<file path="src/core/drsw_params.svh">
// Purpose: constants for the dual rail sequencer and watchdog
// Assumes: 50 MHz oscillator clock, comparator results as digital levels
// Notes: timeout is chosen at build time through top-level parameters
`ifndef DRSW_PARAMS_SVH
`define DRSW_PARAMS_SVH

`define DRSW_CLK_KHZ 50000
`define DRSW_CH1_DLY_CYC 128
`define DRSW_CH2_DLY_CYC 256
`define DRSW_SS_CYC 512
`define DRSW_WD_MS_50 50
`define DRSW_WD_MS_100 100
`define DRSW_WD_MS_150 150
`define DRSW_WD_MS_200 200
`define DRSW_RP_CYC_DEF 10000
`define DRSW_KICK_MIN_NS 80
`define DRSW_CLK_NS 20
`define DRSW_KICK_MIN_CYC (`DRSW_KICK_MIN_NS / `DRSW_CLK_NS)

`endif

</file>
<file path="src/core/drsw_pkg.sv">
// Purpose: shared types for the dual rail sequencer and watchdog
// Assumes: index 0 is channel 1, index 1 is channel 2
// Notes: sense bits are raw comparator levels before synchronising
package drsw_pkg;

    typedef struct packed {
        logic pfi_hi;          // sense above 0.6 V
        logic pfi_lo;          // sense below 0.575 V
        logic vm2_hi;          // monitor above 0.65 V
        logic vm2_lo;          // monitor below 0.6 V
        logic en_hi;           // enable above 1.2 V
        logic timer_rc;        // resistor-capacitor timer wiring
        logic [1:0] fb_zero;   // feedback below 48 mV
        logic [1:0] fb_rise;   // feedback above 96.5 %
        logic [1:0] fb_fall;   // feedback below 95 %
        logic [1:0] fb_ov;     // feedback at 0.7 V
        logic [1:0] fb_ov_clr; // feedback at 0.63 V
        logic [1:0] neg_ilim;  // negative current limit tripped
        logic [1:0] sup_hi;    // supply above 4.2 V
        logic [1:0] sup_lo;    // supply below 3.7 V
        logic temp_hot;        // above 150 C
        logic temp_cool;       // below 135 C
        logic kick;            // watchdog_kick_in level
    } drsw_sense_type;

    typedef struct packed {
        logic [1:0] ch_en;
        logic [1:0] soft_start;
        logic [1:0] feedback;  // energy feedback discharge
        logic [1:0] hs_block;
        logic [1:0] ls_force;
    } drsw_drive_type;

    typedef enum logic [3:0] {
        SEQ_OFF, SEQ_WAIT1, SEQ_SS1, SEQ_WAIT2, SEQ_SS2, SEQ_RUN, SEQ_PD2, SEQ_PD1, SEQ_TSD
    } drsw_seq_type;

    typedef enum logic [1:0] {
        WD_HOLD, WD_PULSE, WD_IDLE, WD_ARMED
    } drsw_wd_type;

    typedef struct packed {
        drsw_sense_type s1;
        drsw_sense_type s2;
        drsw_sense_type s3;
        drsw_sense_type filt;
        logic pf_ok;
        logic vm2_ok;
        logic tsd;
        logic tsd_c1off;
        logic [1:0] sup_ok;
        logic [1:0] pg;
        logic [1:0] ov_sink;
        logic [1:0] ov_hold;
        drsw_seq_type seq;
        logic [9:0] seq_cnt;
        drsw_wd_type wd;
        logic [31:0] wd_cnt;
        logic wd_trip;
        logic power_fail_warning_out;
        logic watchdog_reset_out_n_n;
        logic pgood;
        drsw_drive_type drive;
    } drsw_state_type;

endpackage

</file>
<file path="src/core/drsw_top.sv">
// Purpose: power sequencing, protection and processor watchdog
// Assumes: every sense bit is asynchronous to mclk_i
// Notes: enable or channel 1 supply loss drops straight to off
`timescale 1ns/1ps
`default_nettype none
`include "drsw_params.svh"

module drsw_top #(
    parameter int unsigned WD_TIMEOUT_MS = `DRSW_WD_MS_100,
    parameter int unsigned WD_TIMEOUT_CYC = WD_TIMEOUT_MS * `DRSW_CLK_KHZ,
    parameter int unsigned RP_CYC = `DRSW_RP_CYC_DEF
) (
    input wire logic mclk_i,
    input wire logic rst_b_i,
    input wire drsw_pkg::drsw_sense_type sense_i,
    output drsw_pkg::drsw_drive_type drive_o,
    output logic pfo_o,
    output logic watchdog_reset_out_n_n_o,
    output logic pgood_o
);

    drsw_pkg::drsw_state_type q;
    drsw_pkg::drsw_state_type d;

    logic start_ok;
    logic rst_cond;
    logic kick_rise;
    logic kick_edge;

    always_comb begin
        d = q;
        // three-stage synchroniser, change taken when stages two and three agree
        d.s1 = sense_i;
        d.s2 = q.s1;
        d.s3 = q.s2;
        for (int i = 0; i < $bits(drsw_pkg::drsw_sense_type); i++) begin
            if (q.s2[i] == q.s3[i]) begin
                d.filt[i] = q.s3[i];
            end
        end

        // comparator hysteresis
        if (d.filt.pfi_lo) begin
            d.pf_ok = 1'b0;
        end else if (d.filt.pfi_hi) begin
            d.pf_ok = 1'b1;
        end
        if (d.filt.vm2_lo) begin
            d.vm2_ok = 1'b0;
        end else if (d.filt.vm2_hi) begin
            d.vm2_ok = 1'b1;
        end
        if (d.filt.temp_hot) begin
            d.tsd = 1'b1;
        end else if (d.filt.temp_cool) begin
            d.tsd = 1'b0;
        end
        for (int c = 0; c < 2; c++) begin
            if (d.filt.sup_lo[c]) begin
                d.sup_ok[c] = 1'b0;
            end else if (d.filt.sup_hi[c]) begin
                d.sup_ok[c] = 1'b1;
            end
            if (d.filt.fb_fall[c]) begin
                d.pg[c] = 1'b0;
            end else if (d.filt.fb_rise[c]) begin
                d.pg[c] = 1'b1;
            end
            // overvoltage: sink first, then park both switches
            if (!q.ov_sink[c] && !q.ov_hold[c] && d.filt.fb_ov[c]) begin
                d.ov_sink[c] = 1'b1;
            end else if (q.ov_sink[c] && d.filt.neg_ilim[c]) begin
                d.ov_sink[c] = 1'b0;
                d.ov_hold[c] = 1'b1;
            end else if (q.ov_hold[c] && d.filt.fb_ov_clr[c]) begin
                d.ov_hold[c] = 1'b0;
            end
        end

        // power sequencer
        start_ok = d.filt.en_hi && d.pf_ok && (&d.filt.fb_zero) && d.sup_ok[0];
        if (!d.filt.en_hi || !d.sup_ok[0]) begin
            d.seq = drsw_pkg::SEQ_OFF;
            d.seq_cnt = 10'h000;
        end else if (d.tsd && q.seq != drsw_pkg::SEQ_TSD) begin
            d.seq = drsw_pkg::SEQ_TSD;
            // channel 1 stays off if it was not yet running
            d.tsd_c1off = !q.drive.ch_en[0];
        end else begin
            case (q.seq)
                drsw_pkg::SEQ_OFF: begin
                    d.seq_cnt = 10'h000;
                    if (start_ok) begin
                        d.seq = drsw_pkg::SEQ_WAIT1;
                    end
                end
                drsw_pkg::SEQ_WAIT1: begin
                    d.seq_cnt = q.seq_cnt + 10'h001;
                    if (!start_ok) begin
                        d.seq = drsw_pkg::SEQ_OFF;
                        d.seq_cnt = 10'h000;
                    end else if (q.seq_cnt == 10'(`DRSW_CH1_DLY_CYC - 1)) begin
                        d.seq = drsw_pkg::SEQ_SS1;
                        d.seq_cnt = 10'h000;
                    end
                end
                drsw_pkg::SEQ_SS1: begin
                    d.seq_cnt = q.seq_cnt + 10'h001;
                    if (q.seq_cnt == 10'(`DRSW_SS_CYC - 1)) begin
                        d.seq = drsw_pkg::SEQ_WAIT2;
                        d.seq_cnt = 10'h000;
                    end
                end
                drsw_pkg::SEQ_WAIT2: begin
                    if (!d.pg[0]) begin
                        d.seq_cnt = 10'h000;
                    end else if (q.seq_cnt != 10'(`DRSW_CH2_DLY_CYC - 1)) begin
                        d.seq_cnt = q.seq_cnt + 10'h001;
                    end else if (d.vm2_ok && d.pf_ok && d.sup_ok[1]) begin
                        d.seq = drsw_pkg::SEQ_SS2;
                        d.seq_cnt = 10'h000;
                    end
                end
                drsw_pkg::SEQ_SS2, drsw_pkg::SEQ_RUN: begin
                    if (!d.vm2_ok) begin
                        d.seq = drsw_pkg::SEQ_PD2;
                    end else if (!d.sup_ok[1]) begin
                        d.seq = drsw_pkg::SEQ_WAIT2;
                        d.seq_cnt = 10'h000;
                    end else if (q.seq == drsw_pkg::SEQ_SS2) begin
                        d.seq_cnt = q.seq_cnt + 10'h001;
                        if (q.seq_cnt == 10'(`DRSW_SS_CYC - 1)) begin
                            d.seq = drsw_pkg::SEQ_RUN;
                        end
                    end
                end
                drsw_pkg::SEQ_PD2: begin
                    if (d.filt.fb_zero[1]) begin
                        d.seq = drsw_pkg::SEQ_PD1;
                    end
                end
                drsw_pkg::SEQ_PD1: begin
                    if (d.filt.fb_zero[0]) begin
                        d.seq = drsw_pkg::SEQ_OFF;
                    end
                end
                drsw_pkg::SEQ_TSD: begin
                    if (d.filt.fb_zero[1]) begin
                        d.tsd_c1off = 1'b1;
                    end
                    if (!d.tsd) begin
                        d.seq = drsw_pkg::SEQ_OFF;
                        d.seq_cnt = 10'h000;
                    end
                end
                default: begin
                    d.seq = drsw_pkg::SEQ_OFF;
                end
            endcase
        end

        // watchdog
        rst_cond = !d.pg[1];
        kick_rise = d.filt.kick && !q.filt.kick;
        kick_edge = d.filt.kick != q.filt.kick;
        case (q.wd)
            drsw_pkg::WD_HOLD: begin
                d.wd_cnt = 32'h0000_0000;
                if (!rst_cond) begin
                    d.wd = drsw_pkg::WD_PULSE;
                end
            end
            drsw_pkg::WD_PULSE: begin
                d.wd_cnt = q.wd_cnt + 32'h0000_0001;
                if (q.wd_cnt == 32'(RP_CYC - 1)) begin
                    d.wd = drsw_pkg::WD_IDLE;
                    d.wd_cnt = 32'h0000_0000;
                    d.wd_trip = 1'b0;
                end
            end
            drsw_pkg::WD_IDLE: begin
                if (kick_rise) begin
                    d.wd = drsw_pkg::WD_ARMED;
                end
            end
            drsw_pkg::WD_ARMED: begin
                if (kick_edge) begin
                    d.wd_cnt = 32'h0000_0000;
                end else if (q.wd_cnt == 32'(WD_TIMEOUT_CYC - 1)) begin
                    d.wd = drsw_pkg::WD_PULSE;
                    d.wd_cnt = 32'h0000_0000;
                    d.wd_trip = 1'b1;
                end else begin
                    d.wd_cnt = q.wd_cnt + 32'h0000_0001;
                end
            end
            default: begin
                d.wd = drsw_pkg::WD_HOLD;
            end
        endcase
        if (rst_cond) begin
            d.wd = drsw_pkg::WD_HOLD;
            d.wd_cnt = 32'h0000_0000;
            d.wd_trip = 1'b0;
        end

        // registered outputs
        d.power_fail_warning_out = d.pf_ok && !d.tsd;
        d.watchdog_reset_out_n_n = d.wd inside {drsw_pkg::WD_IDLE, drsw_pkg::WD_ARMED};
        d.pgood = (&d.pg) && !(d.filt.timer_rc && d.wd_trip);
        d.drive.ch_en[0] = d.seq inside {drsw_pkg::SEQ_SS1, drsw_pkg::SEQ_WAIT2,
            drsw_pkg::SEQ_SS2, drsw_pkg::SEQ_RUN, drsw_pkg::SEQ_PD2}
            || (d.seq == drsw_pkg::SEQ_TSD && !d.tsd_c1off);
        d.drive.ch_en[1] = d.seq inside {drsw_pkg::SEQ_SS2, drsw_pkg::SEQ_RUN};
        d.drive.soft_start[0] = d.seq == drsw_pkg::SEQ_SS1;
        d.drive.soft_start[1] = d.seq == drsw_pkg::SEQ_SS2;
        d.drive.feedback[1] = d.seq inside {drsw_pkg::SEQ_PD2, drsw_pkg::SEQ_TSD};
        d.drive.feedback[0] = d.seq == drsw_pkg::SEQ_PD1
            || (d.seq == drsw_pkg::SEQ_TSD && d.tsd_c1off);
        d.drive.hs_block = (d.ov_sink | d.ov_hold) & d.drive.ch_en;
        d.drive.ls_force = d.ov_sink & d.drive.ch_en;
    end

    always_ff @(posedge mclk_i or negedge rst_b_i) begin
        if (!rst_b_i) begin
            q <= '0;
        end else begin
            q <= d;
        end
    end

    assign drive_o = q.drive;
    assign pfo_o = q.power_fail_warning_out;
    assign watchdog_reset_out_n_n_o = q.watchdog_reset_out_n_n;
    assign pgood_o = q.pgood;
endmodule
`default_nettype wire

</file>
<file path="config.mk">
export PLATFORM = sky130hd
export DESIGN_NAME = drsw_top
export DESIGN_NICKNAME = d
export VERILOG_FILES = /design/src/core/drsw_pkg.sv /design/src/core/drsw_top.sv
export VERILOG_INCLUDE_DIRS = /design/src /design/src/core
export SDC_FILE = /design/constraint.sdc
export NUM_CORES = 1
export LEC_CHECK = 0
export ABC_CLOCK_PERIOD_IN_PS = 4900
export BUFFER_PORTS_ARGS = -buffer_cell sky130_fd_sc_hd__buf_2
export CORE_ASPECT_RATIO = 0.5
export CORE_MARGIN = 3
export CORE_UTILIZATION = 48
export CTS_BUF_LIST = sky130_fd_sc_hd__clkbuf_16
export DETAILED_ROUTE_END_ITERATION = 8
export GPL_TIMING_DRIVEN = 0
export PLACE_DENSITY = 0.65
export SYNTH_ARGS = -nofsm -noshare
export SYNTH_HDL_FRONTEND = slang
export SYNTH_SLANG_ARGS = --single-unit
</file>
<file path="constraint.sdc">
create_clock -name mclk_i -period 4.9 [get_ports mclk_i]
set_input_delay 0 -clock mclk_i [delete_from_list [all_inputs] [get_ports mclk_i]]
set_output_delay 0 -clock mclk_i [all_outputs]
set_load 0.03 [all_outputs]
</file>
==> results.tsv <==
metric	value	unit
drc	0	
leakagePower	3.619	nW
ys_warn_count	0	
max_freq	0.4037	GHz
status	finished, final reports clean	
cp_slowest_cell	nor4_1	
multi_input_area	2296	µm²
ys_seq_area_share	63.13	%
vias	4717	
rsz0062_at_grt	no	
nFillCells	1154	
cp-end-kind	register	
grt_busiest_layer	met2	
crit_required	5.19	ns
cts.path.max_buffers	2	
fin_total_pwr	3.188	mW
ioPinCount	40	
critical_path_class	reg2reg	
avgRoutedWirePerCell	14.92	µm
crit_path_cell_trace	ha_1 -> nand3_1 -> nor4_1 -> mux2i_1 -> o21ai_1 -> buf_4 -> buf_6 -> a21oi_1 -> o21ai_1 -> o31ai_1	
clkSinkCount	174	
cts_setup_buffers	0	
ys.flop_type	dfrtp_1	
cts_resized	0	
grtUsageTotal	17.65	%
finalCritPeriodShare	50.56	%
ant_nets	0	
cts_hold_buf	26	
gr-usage-met3	4.030	%
cts_made_buffers	17	
drtPass1Iterations	5	
setup_viol	0	
root_buffer	clkbuf_16	
io_buffers	39	
async_flop_share	100.0	%
holdCritPathClass	in2async	
core-area	13810	µm²
clkTransAtPathRegs	0.08	ns
max_stage_delay	0.57	ns
slew_headroom	58.95	%
grt_pass1_wl	22.98	mm
ir_drop	234.7	µV
drt_iter0_drc	385	
vias_per_cell	5.397	
hold_viol	0	
rows	30	
whs	0.1325	ns
use_met1	24.46	%
dp_hpwl	8.424	mm
gp_congestion	0.8574	
routed_wl	13.04	mm
synthDistinctLibCells	65	
dieWidth	175.5	µm
grt-ovfl-total	0	
synth_area	6897	µm²
post_synth.cell_area_avg	11.81	µm²
area_growth	19.68	%
placedCellCount	816	
fin_tns_setup	0	ns
syn_inst	584	
slew_viol_final	0	
drive_gt1_share	17.01	%
start_util	49.93	%
crit_path_start_kind	register	
fin_worst_skew	0.01712	ns
synth_edf_count	0	
die-area	15930	µm²
regArea	4354	µm²
clkLatencyLatePin	0.42	ns
critPathMostFrequentCell	o21ai_1	
die_h	90.76	µm
first_global_vias	4695	
antenna_cells	0	
cts_max_level	4	
synth_fp_nets	614	
crit_family	simple AND/OR/NAND/NOR gates	
gr-usage-met2	28.27	%
path_buf_inv	2	
post-route-min-period	2.477	ns
maxCapViolCount	0	
worstMarginPinSlew	0.6157	ns
grt_max_degree	94	
layout.nets	699	
fin_cells	874	
arrival	2.76	ns
cp_max_fo	10	
ys_seq_elements	174	
cts_tree	built	
powerDensity	386.2	nW/µm²
antenna_found_initial	0	
final timing paths:
check,startpoint,to,slack (ns),cells past startpoint
hold / removal,rst_b_i,q[98]$_DFF_PN0_,0.13,2
setup / recovery,q[14]$_DFFE_PN0P_,q[27]$_DFFE_PN0P_,2.42,10
max in group asynchronous,rst_b_i,q[27]$_DFFE_PN0P_,3.93,3
setup reg to reg,q[14]$_DFFE_PN0P_,q[27]$_DFFE_PN0P_,2.42,10
hold reg to reg,d[135]$_DFF_PN0_,d[110]$_DFF_PN0_,0.35,0
min in group mclk_i,sense_i[10],d[134]$_DFF_PN0_,0.21,2
where the power goes:
part           leakage (nW)  switching [mW]  internal [mW]  total, mW
sequential             2.17          0.0384           1.52       1.56
clock                 0.298           0.621          0.781       1.40
combinational          1.15           0.135         0.0913      0.226
cell usage after synthesis, types with 3 or more instances:
cell type / instances / area (µm²)
buf_2: 4 / 20.02
buf_4: 12 / 90.09
nand3b_1: 4 / 30.03
and3_1: 11 / 68.82
a31oi_1: 11 / 68.82
a21oi_1: 18 / 90.09
and2_1: 4 / 25.02
nor2_1: 32 / 120.1
nor2b_1: 11 / 68.82
nor4_1: 7 / 43.79
ha_1: 3 / 37.54
o31ai_1: 14 / 105.1
nand4_1: 7 / 43.79
o21bai_1: 6 / 45.04
a21o_1: 4 / 30.03
clkbuf_1: 9 / 33.78
nand2_1: 51 / 191.4
o21ai_1: 17 / 85.08
or2_2: 4 / 25.02
maj3_2: 6 / 67.56
o41ai_1: 8 / 70.07
nand3_1: 21 / 105.1
maj3_1: 17 / 170.2
dfrtp_1: 174 / 4354
inv_1: 20 / 75.07
a211oi_1: 3 / 22.52
nor3_1: 11 / 55.05
nand2b_1: 8 / 50.05
a22o_1: 5 / 43.79
o21ai_0: 31 / 155.2
cells by family (layout without fill, tap and decap cells):
kind of cell | after synthesis | count (layout) | share of synthesized area (%)
and+or+nand+nor | 192 | 192 | 14.93
DFF | 174 | 174 | 63.14
AOI/OAI and AO/OA | 138 | 138 | 13.55
buffers and inverters | 48 | 146 | 3.574
adders and majority gates | 26 | 26 | 3.991
xor gates and xnor gates | 4 | 4 | 0.5081
muxes | 2 | 2 | 0.3084
sequential cells by signal, indices dropped and copies added, names as in the netlist:
name,count
pfo_o,1
pgood_o,1
q,111
watchdog_reset_out_n_n_o,1
d,50
drive_o,10
per-layer routing:
metal	vias to the layer above	routed length [µm]
met5	-	0
met4	0	106
li1	2268	-
met2	96	6113
met3	8	481
met1	2345	6336
stage by stage:
stage               setup slack (ns)  util, %  area (µm²)
floorplan                      2.739        -        6897
global placement               1.200    53.08        7332
detailed placement             2.493    53.35        7370
CTS                            2.432    59.76        8254
global route                   2.285    59.76        8254
finish                         2.423    59.76        8254
placed cells by master, fill, tap and decap left out, types with 5 or more instances in the layout:
master / netlist / layout
nor3_1: 11 / 11
nand2b_1: 8 / 8
clkbuf_1: 9 / 9
a22o_1: 5 / 5
dlygate4sd3_1: 0 / 26
maj3_1: 17 / 17
o31ai_1: 14 / 14
nand4_1: 7 / 7
inv_1: 20 / 20
o41ai_1: 8 / 8
nor2_1: 32 / 32
o21ai_1: 17 / 17
maj3_2: 6 / 6
o21ai_0: 31 / 31
nor2b_1: 11 / 11
and3_1: 11 / 11
nand2_1: 51 / 51
nand3_1: 21 / 21
dfrtp_1: 174 / 174
buf_4: 12 / 12
a21oi_1: 18 / 18
a31oi_1: 11 / 11
nor4_1: 7 / 7
buf_2: 4 / 42
clkbuf_16: 0 / 17
o21bai_1: 6 / 6
worst reg2reg max path: stages, from the launching register on:
cell and delay (ns):
dfrtp_1 0.39, ha_1 0.22, nand3_1 0.16, nor4_1 0.57
mux2i_1 0.15, o21ai_1 0.18, buf_4 0.21, buf_6 0.17
a21oi_1 0.05, o21ai_1 0.14, o31ai_1 0.09
final cells by class:
| type | count | share of cell area, % |
|---|---|---|
| sequential | 174 | 52.75 |
| inverter | 20 | 0.9095 |
| clock inverter | 15 | 2.410 |
| tap | 192 | 2.910 |
| clock buffer | 17 | 5.154 |
| multi-input combinational | 362 | 27.82 |
| buffer | 28 | 2.077 |
| timing repair buffer | 66 | 5.972 |
Power figures use the tool's default switching activity.
